### config.mk
export PLATFORM = sky130hd
export DESIGN_NAME = dmc_mode_cfg
export DESIGN_NICKNAME = d
export VERILOG_FILES = /design/src/dmc_pkg.sv /design/src/dmc_burst_order.sv /design/src/dmc_mode_cfg.sv
export SDC_FILE = /design/constraint.sdc
export NUM_CORES = 1
export LEC_CHECK = 0
export CAP_MARGIN = 0
export CORE_ASPECT_RATIO = 0.5
export CORE_MARGIN = 2
export CORE_UTILIZATION = 32
export DETAILED_ROUTE_END_ITERATION = 8
export DONT_BUFFER_PORTS = 1
export PLACE_DENSITY = 0.57
export SYNTH_ARGS = -nofsm -noshare
export SYNTH_HDL_FRONTEND = slang
export SYNTH_SLANG_ARGS = --single-unit
### constraint.sdc
create_clock -name clk_i -period 6.6 [get_ports clk_i]
set_input_delay 1.32 -clock clk_i [delete_from_list [all_inputs] [get_ports clk_i]]
set_output_delay 1.32 -clock clk_i [all_outputs]
set_load 0.01 [all_outputs]
### src/dmc_pkg.sv
// constants for the memory-device mode configuration block
// assumes a 10 MHz system clock sampling all memory pins
package dmc_pkg;

   // sampled pin vector layout
   localparam int P_CK   = 0;
   localparam int P_CKE  = 1;
   localparam int P_CS   = 2;
   localparam int P_RAS  = 3;
   localparam int P_CAS  = 4;
   localparam int P_WE   = 5;
   localparam int P_ODT  = 6;
   localparam int P_BA   = 7;
   localparam int P_ADDR = 10;
   localparam int PIN_W  = 26;

   // mode register select codes on the bank pins
   localparam logic [2:0] SEL_FIRST  = 3'h0;
   localparam logic [2:0] SEL_SECOND = 3'h1;
   localparam logic [2:0] SEL_THIRD  = 3'h2;

   // first mode register fields
   localparam int F_BL_LO    = 0;
   localparam int F_CL_LSB2  = 2;
   localparam int F_BTYPE    = 3;
   localparam int F_CL_LO    = 4;
   localparam int F_TEST     = 7;
   localparam int F_DLL_RST  = 8;
   localparam int F_WR_LO    = 9;
   localparam int F_PPD      = 12;

   // second mode register fields
   localparam int F_DLL_DIS  = 0;
   localparam int F_DIC0     = 1;
   localparam int F_RTT0     = 2;
   localparam int F_AL_LO    = 3;
   localparam int F_DIC1     = 5;
   localparam int F_RTT1     = 6;
   localparam int F_WRLVL    = 7;
   localparam int F_RTT2     = 9;
   localparam int F_TERMINATION_STROBE     = 11;
   localparam int F_QOFF     = 12;

   // third mode register fields
   localparam int F_CWL_LO   = 3;
   localparam int F_RTTWR_LO = 9;

   // burst length codes
   localparam logic [1:0] BL_FIXED8 = 2'h0;
   localparam logic [1:0] BL_OTF    = 2'h1;
   localparam logic [1:0] BL_FIXED4 = 2'h2;

   // additive latency codes
   localparam logic [1:0] AL_ZERO  = 2'h0;
   localparam logic [1:0] AL_CLM1  = 2'h1;
   localparam logic [1:0] AL_CLM2  = 2'h2;

   // latency bases, in link clocks
   localparam logic [5:0] CL_BASE_LO  = 6'h04;
   localparam logic [5:0] CL_BASE_HI  = 6'h0C;
   localparam logic [5:0] CWL_BASE    = 6'h05;
   localparam logic [5:0] WR_INT_BL8  = 6'h04;
   localparam logic [5:0] WR_INT_BC4  = 6'h02;

   // default lock wait of the delay loop, in link clocks
   localparam int DLL_LOCK_CYCLES = 512;

   // register reset value
   localparam logic [15:0] MR_RESET = 16'h0000;

   typedef enum logic [2:0] {
      ST_IDLE,
      ST_RD_WAIT,
      ST_RD_BURST,
      ST_WR_WAIT,
      ST_WR_BURST
   } dmc_state_t;

endpackage

### src/dmc_burst_order.sv
// beat index generator for one burst slot
// assumes start and slot come from logic on the same clock
`timescale 1ns/1ns
`default_nettype none
module dmc_burst_order (
   // clock and reset
   input  wire logic       clk_i,
   input  wire logic       rst_i,
   // burst description
   input  wire logic [2:0] start_i,
   input  wire logic       interleave_i,
   input  wire logic [2:0] slot_i,
   // beat index
   output logic      [2:0] beat_idx_o
);

   typedef struct packed {
      logic [2:0] idx;
   } dmc_bo_state_t;

   dmc_bo_state_t st_ff;
   dmc_bo_state_t nxt_st;

   always_comb begin
      nxt_st = st_ff;
      if (interleave_i) begin
         nxt_st.idx = start_i ^ slot_i;
      end else begin
         nxt_st.idx = {start_i[2] ^ slot_i[2], 2'(start_i[1:0] + slot_i[1:0])};
      end
   end

   always_ff @(posedge clk_i or posedge rst_i) begin
      if (rst_i) begin
         st_ff <= '0;
      end else begin
         st_ff <= nxt_st;
      end
   end

   assign beat_idx_o = st_ff.idx;

endmodule // dmc_burst_order
`default_nettype wire

### src/dmc_mode_cfg.sv
// mode configuration, latency and burst sequencing of a memory device
// assumes all memory pins, link clock included, are asynchronous to clk_i
`timescale 1ns/1ns
`default_nettype none
module dmc_mode_cfg #(
   parameter int DLL_LOCK = dmc_pkg::DLL_LOCK_CYCLES
) (
   // clock and reset
   input  wire logic        clk_i,
   input  wire logic        rst_i,
   // memory command pins
   input  wire logic        ck_i,
   input  wire logic        cke_i,
   input  wire logic        cs_n_i,
   input  wire logic        ras_n_i,
   input  wire logic        cas_n_i,
   input  wire logic        we_n_i,
   input  wire logic        termination_control_pin_i,
   input  wire logic [2:0]  ba_i,
   input  wire logic [15:0] addr_i,
   // data path sequencing
   output logic             beat_valid_o,
   output logic             beat_write_o,
   output logic [2:0]       beat_idx_o,
   output logic             dq_oe_n_o,
   output logic             internal_write_o,
   // termination and driver
   output logic             term_on_o,
   output logic             term_use_wr_o,
   output logic [2:0]       term_nom_code_o,
   output logic [1:0]       term_wr_code_o,
   output logic [1:0]       drive_imp_o,
   output logic             data_mask_en_o,
   // configuration state
   output logic             dll_run_o,
   output logic             dll_locked_o,
   output logic             slow_exit_o,
   output logic             write_level_o,
   output logic             test_mode_o,
   output logic [15:0]      mode_reg_first_o,
   output logic [15:0]      mode_reg_second_o,
   output logic [15:0]      mode_reg_third_o,
   output logic [5:0]       read_latency_o,
   output logic [5:0]       write_latency_o
);
   import dmc_pkg::*;

   typedef struct packed {
      logic [PIN_W-1:0] s1;
      logic [PIN_W-1:0] s2;
      logic             ck_prev;
      logic             cke_prev;
      logic [15:0]      mr0;
      logic [15:0]      mr1;
      logic [15:0]      mr2;
      dmc_state_t       st;
      logic [5:0]       lat;
      logic [3:0]       slot;
      logic [2:0]       start;
      logic             chop;
      logic [5:0]       wrc;
      logic             wr_int;
      logic [15:0]      dll_cnt;
      logic             dll_on;
      logic             locked;
      logic             sref;
      logic             pdn;
      logic             bvalid;
      logic             bwrite;
      logic             oe_n;
      logic             term_on;
      logic             term_wr;
   } dmc_cfg_state_t;

   dmc_cfg_state_t st_ff;
   dmc_cfg_state_t nxt_st;

   // read column latency from the first register
   function automatic logic [5:0] cl_of(input logic [15:0] mr);
      logic [5:0] v;
      v = {3'h0, mr[F_CL_LO+2:F_CL_LO]};
      cl_of = mr[F_CL_LSB2] ? 6'(CL_BASE_HI + v) : 6'(CL_BASE_LO + v);
   endfunction

   // additive latency from the second register
   function automatic logic [5:0] al_of(input logic [15:0] mr, input logic [5:0] cl);
      case (mr[F_AL_LO+1:F_AL_LO])
         AL_CLM1: al_of = 6'(cl - 6'h01);
         AL_CLM2: al_of = 6'(cl - 6'h02);
         default: al_of = 6'h00;
      endcase
   endfunction

   logic [PIN_W-1:0] pins;
   logic [5:0]       cl;
   logic [5:0]       al;
   logic [5:0]       rl;
   logic [5:0]       wl;
   logic [2:0]       rtt_nom;
   logic [1:0]       rtt_wr;
   logic             rise;
   logic             edge_any;
   logic             cmd_ok;
   logic             is_mrs;
   logic             is_rd;
   logic             is_wr;
   logic             is_sre;
   logic [15:0]      a;
   logic [2:0]       bo_slot;

   assign pins = {addr_i, ba_i, termination_control_pin_i, we_n_i, cas_n_i,
                  ras_n_i, cs_n_i, cke_i, ck_i};
   assign cl = cl_of(st_ff.mr0);
   assign al = al_of(st_ff.mr1, cl);
   assign rl = 6'(al + cl);
   assign wl = 6'(al + CWL_BASE + {3'h0, st_ff.mr2[F_CWL_LO+2:F_CWL_LO]});
   assign rtt_nom = {st_ff.mr1[F_RTT2], st_ff.mr1[F_RTT1], st_ff.mr1[F_RTT0]};
   assign rtt_wr = st_ff.mr2[F_RTTWR_LO+1:F_RTTWR_LO];
   assign a = st_ff.s2[P_ADDR+15:P_ADDR];
   assign rise = st_ff.s2[P_CK] & ~st_ff.ck_prev;
   assign edge_any = st_ff.s2[P_CK] ^ st_ff.ck_prev;
   assign cmd_ok = rise & st_ff.cke_prev & st_ff.s2[P_CKE] & ~st_ff.s2[P_CS];
   assign is_mrs = cmd_ok & ~st_ff.s2[P_RAS] & ~st_ff.s2[P_CAS] & ~st_ff.s2[P_WE];
   assign is_rd = cmd_ok & st_ff.s2[P_RAS] & ~st_ff.s2[P_CAS] & st_ff.s2[P_WE];
   assign is_wr = cmd_ok & st_ff.s2[P_RAS] & ~st_ff.s2[P_CAS] & ~st_ff.s2[P_WE];
   assign is_sre = rise & st_ff.cke_prev & ~st_ff.s2[P_CKE] & ~st_ff.s2[P_CS]
                   & ~st_ff.s2[P_RAS] & ~st_ff.s2[P_CAS] & st_ff.s2[P_WE];

   always_comb begin
      logic chop_now;
      logic [1:0] bl;
      chop_now = 1'b0;
      bl = st_ff.mr0[F_BL_LO+1:F_BL_LO];
      nxt_st = st_ff;
      nxt_st.s1 = pins;
      nxt_st.s2 = st_ff.s1;
      nxt_st.ck_prev = st_ff.s2[P_CK];
      nxt_st.wr_int = 1'b0;
      chop_now = (bl == BL_FIXED4) | ((bl == BL_OTF) & ~a[12]);

      if (rise) begin
         nxt_st.cke_prev = st_ff.s2[P_CKE];
         // power-down and self-refresh entry and exit
         if (is_sre) begin
            nxt_st.sref = 1'b1;
            if (!st_ff.mr1[F_DLL_DIS]) begin
               nxt_st.dll_on = 1'b0;
            end
         end else if (st_ff.cke_prev & ~st_ff.s2[P_CKE]) begin
            nxt_st.pdn = 1'b1;
         end
         if (~st_ff.cke_prev & st_ff.s2[P_CKE]) begin
            if (st_ff.sref) begin
               nxt_st.dll_on = ~st_ff.mr1[F_DLL_DIS];
            end
            nxt_st.sref = 1'b0;
            nxt_st.pdn = 1'b0;
         end
         // lock wait after a loop reset
         if (st_ff.dll_cnt != 16'h0000) begin
            nxt_st.dll_cnt = 16'(st_ff.dll_cnt - 16'h0001);
            if (st_ff.dll_cnt == 16'h0001) begin
               nxt_st.mr0[F_DLL_RST] = 1'b0;
               nxt_st.locked = st_ff.dll_on;
            end
         end
         // internal write start counter
         if (st_ff.wrc != 6'h00) begin
            nxt_st.wrc = 6'(st_ff.wrc - 6'h01);
            nxt_st.wr_int = (st_ff.wrc == 6'h01);
         end
         if (is_mrs) begin
            case (st_ff.s2[P_BA+2:P_BA])
               SEL_FIRST: begin
                  nxt_st.mr0 = a;
                  if (a[F_DLL_RST]) begin
                     nxt_st.dll_cnt = 16'(DLL_LOCK);
                     nxt_st.locked = 1'b0;
                  end
               end
               SEL_SECOND: begin
                  nxt_st.mr1 = a;
                  nxt_st.dll_on = ~a[F_DLL_DIS];
                  if (a[F_DLL_DIS]) begin
                     nxt_st.locked = 1'b0;
                  end
               end
               SEL_THIRD: begin
                  nxt_st.mr2 = a;
               end
               default: begin
               end
            endcase
         end
      end

      case (st_ff.st)
         ST_IDLE: begin
            if (is_rd) begin
               nxt_st.chop = chop_now;
               nxt_st.start = a[2:0];
               nxt_st.lat = rl;
               nxt_st.st = ST_RD_WAIT;
            end else if (is_wr) begin
               nxt_st.chop = chop_now;
               nxt_st.start = chop_now ? {a[2], 2'h0} : 3'h0;
               nxt_st.lat = wl;
               nxt_st.wrc = (bl == BL_FIXED4) ? 6'(wl + WR_INT_BC4)
                                              : 6'(wl + WR_INT_BL8);
               nxt_st.st = ST_WR_WAIT;
            end
         end
         ST_RD_WAIT, ST_WR_WAIT: begin
            if (rise) begin
               nxt_st.lat = 6'(st_ff.lat - 6'h01);
               if (st_ff.lat <= 6'h01) begin
                  nxt_st.slot = 4'h0;
                  nxt_st.st = (st_ff.st == ST_RD_WAIT) ? ST_RD_BURST : ST_WR_BURST;
               end
            end
         end
         ST_RD_BURST, ST_WR_BURST: begin
            if (edge_any) begin
               nxt_st.slot = 4'(st_ff.slot + 4'h1);
               if (st_ff.slot == 4'h7) begin
                  nxt_st.st = ST_IDLE;
               end
            end
         end
         default: begin
            nxt_st.st = ST_IDLE;
         end
      endcase

      // beat outputs, aligned with the order module
      nxt_st.bvalid = ((nxt_st.st == ST_RD_BURST) | (nxt_st.st == ST_WR_BURST))
                      & (~nxt_st.chop | (nxt_st.slot < 4'h4));
      nxt_st.bwrite = (nxt_st.st == ST_WR_BURST);
      nxt_st.oe_n = ~((nxt_st.st == ST_RD_BURST) & nxt_st.bvalid)
                    | nxt_st.mr1[F_QOFF];
      // termination, write value wins during write bursts
      nxt_st.term_wr = nxt_st.bvalid & nxt_st.bwrite & (rtt_wr != 2'h0);
      nxt_st.term_on = st_ff.s2[P_ODT] & (nxt_st.term_wr | (rtt_nom != 3'h0));
   end

   always_ff @(posedge clk_i or posedge rst_i) begin
      if (rst_i) begin
         st_ff <= '{
            s1: '0, s2: '0, ck_prev: 1'b0, cke_prev: 1'b0,
            mr0: MR_RESET, mr1: MR_RESET, mr2: MR_RESET,
            st: ST_IDLE, lat: 6'h00, slot: 4'h0, start: 3'h0, chop: 1'b0,
            wrc: 6'h00, wr_int: 1'b0, dll_cnt: 16'h0000, dll_on: 1'b0,
            locked: 1'b0, sref: 1'b0, pdn: 1'b0, bvalid: 1'b0, bwrite: 1'b0,
            oe_n: 1'b1, term_on: 1'b0, term_wr: 1'b0
         };
      end else begin
         st_ff <= nxt_st;
      end
   end

   assign bo_slot = nxt_st.slot[2:0];

   dmc_burst_order u_order (
      .clk_i        (clk_i),
      .rst_i        (rst_i),
      .start_i      (nxt_st.start),
      .interleave_i (st_ff.mr0[F_BTYPE]),
      .slot_i       (bo_slot),
      .beat_idx_o   (beat_idx_o)
   );

   assign beat_valid_o      = st_ff.bvalid;
   assign beat_write_o      = st_ff.bwrite;
   assign dq_oe_n_o         = st_ff.oe_n;
   assign internal_write_o  = st_ff.wr_int;
   assign term_on_o         = st_ff.term_on;
   assign term_use_wr_o     = st_ff.term_wr;
   assign term_nom_code_o   = rtt_nom;
   assign term_wr_code_o    = rtt_wr;
   assign drive_imp_o       = {st_ff.mr1[F_DIC1], st_ff.mr1[F_DIC0]};
   assign data_mask_en_o    = ~st_ff.mr1[F_TERMINATION_STROBE];
   assign dll_run_o         = st_ff.dll_on & ~st_ff.sref
                              & ~(st_ff.pdn & ~st_ff.mr0[F_PPD]);
   assign dll_locked_o      = st_ff.locked;
   assign slow_exit_o       = ~st_ff.mr0[F_PPD];
   assign write_level_o     = st_ff.mr1[F_WRLVL];
   assign test_mode_o       = st_ff.mr0[F_TEST];
   assign mode_reg_first_o  = st_ff.mr0;
   assign mode_reg_second_o = st_ff.mr1;
   assign mode_reg_third_o  = st_ff.mr2;
   assign read_latency_o    = rl;
   assign write_latency_o   = wl;

endmodule // dmc_mode_cfg
`default_nettype wire

==> metrics.md <==
| Metric | Value |
|---|---|
| Worst path max stage delay | 0.49 ns |
| Endpoints failing setup | 0 |
| Setup tns final | 0 ns |
| Power Internal | approximately 1.9 mW |
| Placement Cell Area | ~7200 µm² |
| Synth warn | 0 |
| GP Congestion | about 0.89 |
| Mapped Cells | 644 |
| Mapped Nets | between 700 and 800 |
| Post-synth top area share | 52.9% |
| Switch share | ~28% |
| Postcts setup bufs | 0 |
| MaxCap Viol Count | 0 |
| Sequential fraction of the synthesis area | 53.3% |
| Largest net degree at the start of global routing | 100 |
| CTS root buffer | clkbuf_16 |
| Final Instance Area | about 7800 µm² |
| Hpwl dp | about 11000 µm |
| Synth cell types | 62 |
| Hold Slack | between 0.3 and 0.4 ns |
| Leading area contributor after synthesis | dfrtp_1 |
| P&R area growth vs syn | 7.31% |
| Post-Syn Area | 7240 µm² |
| Sequential power share | 47.6% |
| Gate power share | 14.6% |
| Total gr overflow | 0 |
| Post_cts resized | 0 |
| CP Max Fanout | 6 |
| CP cell instances | inv_1 -> ha_1 -> and4bb_2 -> a2111oi_4 -> ha_1 -> a21o_1 -> or3_1 -> nor3_1 -> or3_1 |
| CTS Buf Count | 17 |
| H-tree levels | 4 |
| DRT Pass-1 Iters | 5 |
| Slowest cell on the critical path | dfrtp_1 |
| Relative slew slack | 41.9% |
| Outcome | finished clean |
| Detailed-route wire length | 15000 µm |
| Number of synthesized flops with an enable pin | 0 |
| Avg Cell Area, Syn | ~11 µm² |
| Worst-Skew Late Latency | roughly 0.42 ns |
| Port Buf Inserts | 0 |
| Clk pwr share | 37.8% |
| CTS tree | yes |
| Initial core utilization | 33.0% |
| Layout Nets | 657 |
| Via Count | 4254 |
| Peak supply drop | 0.187 mV |
| Overall routing resource usage | 13.4% |
| Clock Path Buffers | 2 |
| Worst-path clk slew | 0.06 ns |
| DIE AREA | 23900 µm² |
| Final Hold Violating Endpoints | 0 |
| Sw power | 0.716 mW |
| Delay-heaviest family, CP | simple AND/OR/NAND/NOR gates |
| Yosys reg bits | 154 |
| Row cnt | 38 |
| Power per cell area | 331 nW/µm² |
| Final Max Tran Viols | 0 |
| Fraction of layout cells with a size suffix above 1 | 14.0% |
| Ys flop type | dfrtp_1 |
| DRC | 0 |
| Die X-Extent | 217 µm |
| Lkg Pwr | approximately 3.6 nW |
| Hold crit path type | reg -> reg |
| Fillers | roughly 2100 |
| Area of the core | 21900 µm² |
| Period utilization | 76.0% |
| RSZ-0062 raised after global routing | false |
| Initial drt markers | around 300 |
| First-pass GRT wire length | about 24000 µm |
| Clock sinks | between 150 and 200 |
| Crit start category | register |
| Number of global-route vias before repair | 4286 |
| Routed Antenna Nets | 0 |
| Fraction of registers with async set/reset | 100% |
| Required time of the critical path | between 5 and 6 ns |
| Worst Skew | 0.00925 ns |
| Crit path DAT | roughly 3.7 ns |
| Initial antenna violation count | 1 |
| CTS Hold Bufs | 0 |
| Die height | roughly 110 µm |
| WL/cell | about 17 µm |
| Fmax | 199 MHz |
| Crit. End Element | primary output |
| Worst-Margin Slew | 0.870 ns |
| Setup CP Type | reg -> out |
| Synth area leaders | dfrtp_1 (53%), mux2_2 (6.1%), buf_4 (5.8%) |
| Final worst path period need | 5.02 ns |
| Worst Path Buf+Inv | 1 |
| Vias per cell | approximately 4.7 |
| I/O pins | 110 |
[per-stage QoR]
step | util, % | power (mW) | cells | setup WS (ns)
4_1_cts | 35.4 | 2.61 | 907 | 1.56
5_1_grt | 35.4 | 2.73 | 907 | 1.29
2_1_floorplan | - | 1.53 | 644 | 1.13
6_report | 35.4 | 2.57 | 908 | 1.58
3_3_place_gp | 32.7 | 1.61 | 876 | 2.12
3_5_place_dp | 32.7 | 1.62 | 876 | 2.04
[state kept, by name (all words and copies together) (netlist names)]
signal,cells
internal_write_o,1
term_use_wr_o,1
mode_reg_second_o,16
dll_locked_o,1
beat_write_o,1
beat_valid_o,1
mode_reg_first_o,16
u_order.beat_idx_o,3
mode_reg_third_o,16
st_ff,53
term_on_o,1
dq_oe_n_o,1
a,16
nxt_st,27
[layout make-up]
class | count | area (µm²) | area share (%)
sequential | 154 | 3850 | 49.6
multi-input combinational | 381 | 2770 | 35.7
clock buffer | 25 | 505 | 6.51
tap | 300 | 375 | 4.83
inverter | 38 | 148 | 1.90
clock inverter | 6 | 86.3 | 1.11
timing repair buffer | 3 | 22.5 | 0.290
antenna | 1 | 2.50 | 0.0322
[synth_stat cells (10+ instances only)]
master    instances
dfrtp_1         153
buf_4            56
nand2_1          55
mux2_2           39
inv_1            38
nor2_1           36
ha_1             32
o21ai_0          30
a21oi_1          26
xnor2_1          21
xor2_1           20
clkbuf_1         14
or3_1            10
[worst reg2reg max path: cells and delay by family, from the launching register on]
| family | cells | cell delay [ns] |
|---|---|---|
| xor gates and xnor gates | 3 | 0.97 |
| DFF | 1 | 0.49 |
| adders and majority gates | 3 | 1.00 |
| and+or+nand+nor | 3 | 0.45 |
| AOI/OAI and AO/OA | 3 | 0.58 |
| buffers and inverters | 2 | 0.22 |
[path summary, 6_finish.rpt]
check	start	to	slack, ns	cells after the start
min in group asynchronous	rst_i	nxt_st[120]	0.95	1
max in group asynchronous	rst_i	st_ff[46]	4.37	2
min	nxt_st[115]	a[6]	0.35	0
max	mode_reg_first_o[6]	write_latency_o[4]	1.58	9
min reg2reg	nxt_st[115]	a[6]	0.35	0
max reg2reg	mode_reg_first_o[6]	st_ff[30]	2.82	14
[per-layer routing]
metal / vias to the layer above / wire (µm) / global-route usage [%]
met2: 73 / 6950 / 20.8
met4: 0 / 185 / 5.09
li1: 2048 / - / -
met3: 11 / 598 / 3.79
met1: 2122 / 7290 / 17.9
met5: - / 0 / 0
[kinds of logic after synthesis]
| kind of cell | after synthesis | share of synthesized area (%) |
|---|---|---|
| compound gates | 99 | 8.90 |
| xor+xnor | 41 | 4.96 |
| fa+ha+maj | 35 | 6.22 |
| buf+inv | 109 | 8.57 |
| flops | 154 | 53.3 |
| mux | 44 | 6.83 |
| simple gates | 162 | 11.3 |
[power groups by stage]
stage | combinational, mW | clock [mW] | sequential [mW]
6_report | 0.376 | 0.972 | 1.23
5_1_grt | 0.442 | 1.05 | 1.25
4_1_cts | 0.381 | 1.00 | 1.23
3_5_place_dp | 0.378 | 0 | 1.24
3_3_place_gp | 0.369 | 0 | 1.24
2_1_floorplan | 0.335 | 0 | 1.19
[placed cells by master, fill, tap and decap left out, types with 4 or more instances in the layout]
master	Yosys	final
dfrtp_1	153	153
nand2_1	55	55
mux2_2	39	39
inv_1	38	37
nor2_1	36	36
ha_1	32	32
o21ai_0	30	30
a21oi_1	26	26
xnor2_1	21	21
xor2_1	20	20
clkbuf_16	0	17
or3_1	10	10
nand2b_1	8	8
nand3_1	8	8
nor4_1	8	8
o22ai_1	7	7
nor3_1	8	7
nor2b_1	6	6
clkbuf_8	0	5
nand3b_1	4	4
mux2i_1	4	4
a21boi_0	4	4
o211ai_1	4	4
(Power assumes the default switching activity.)
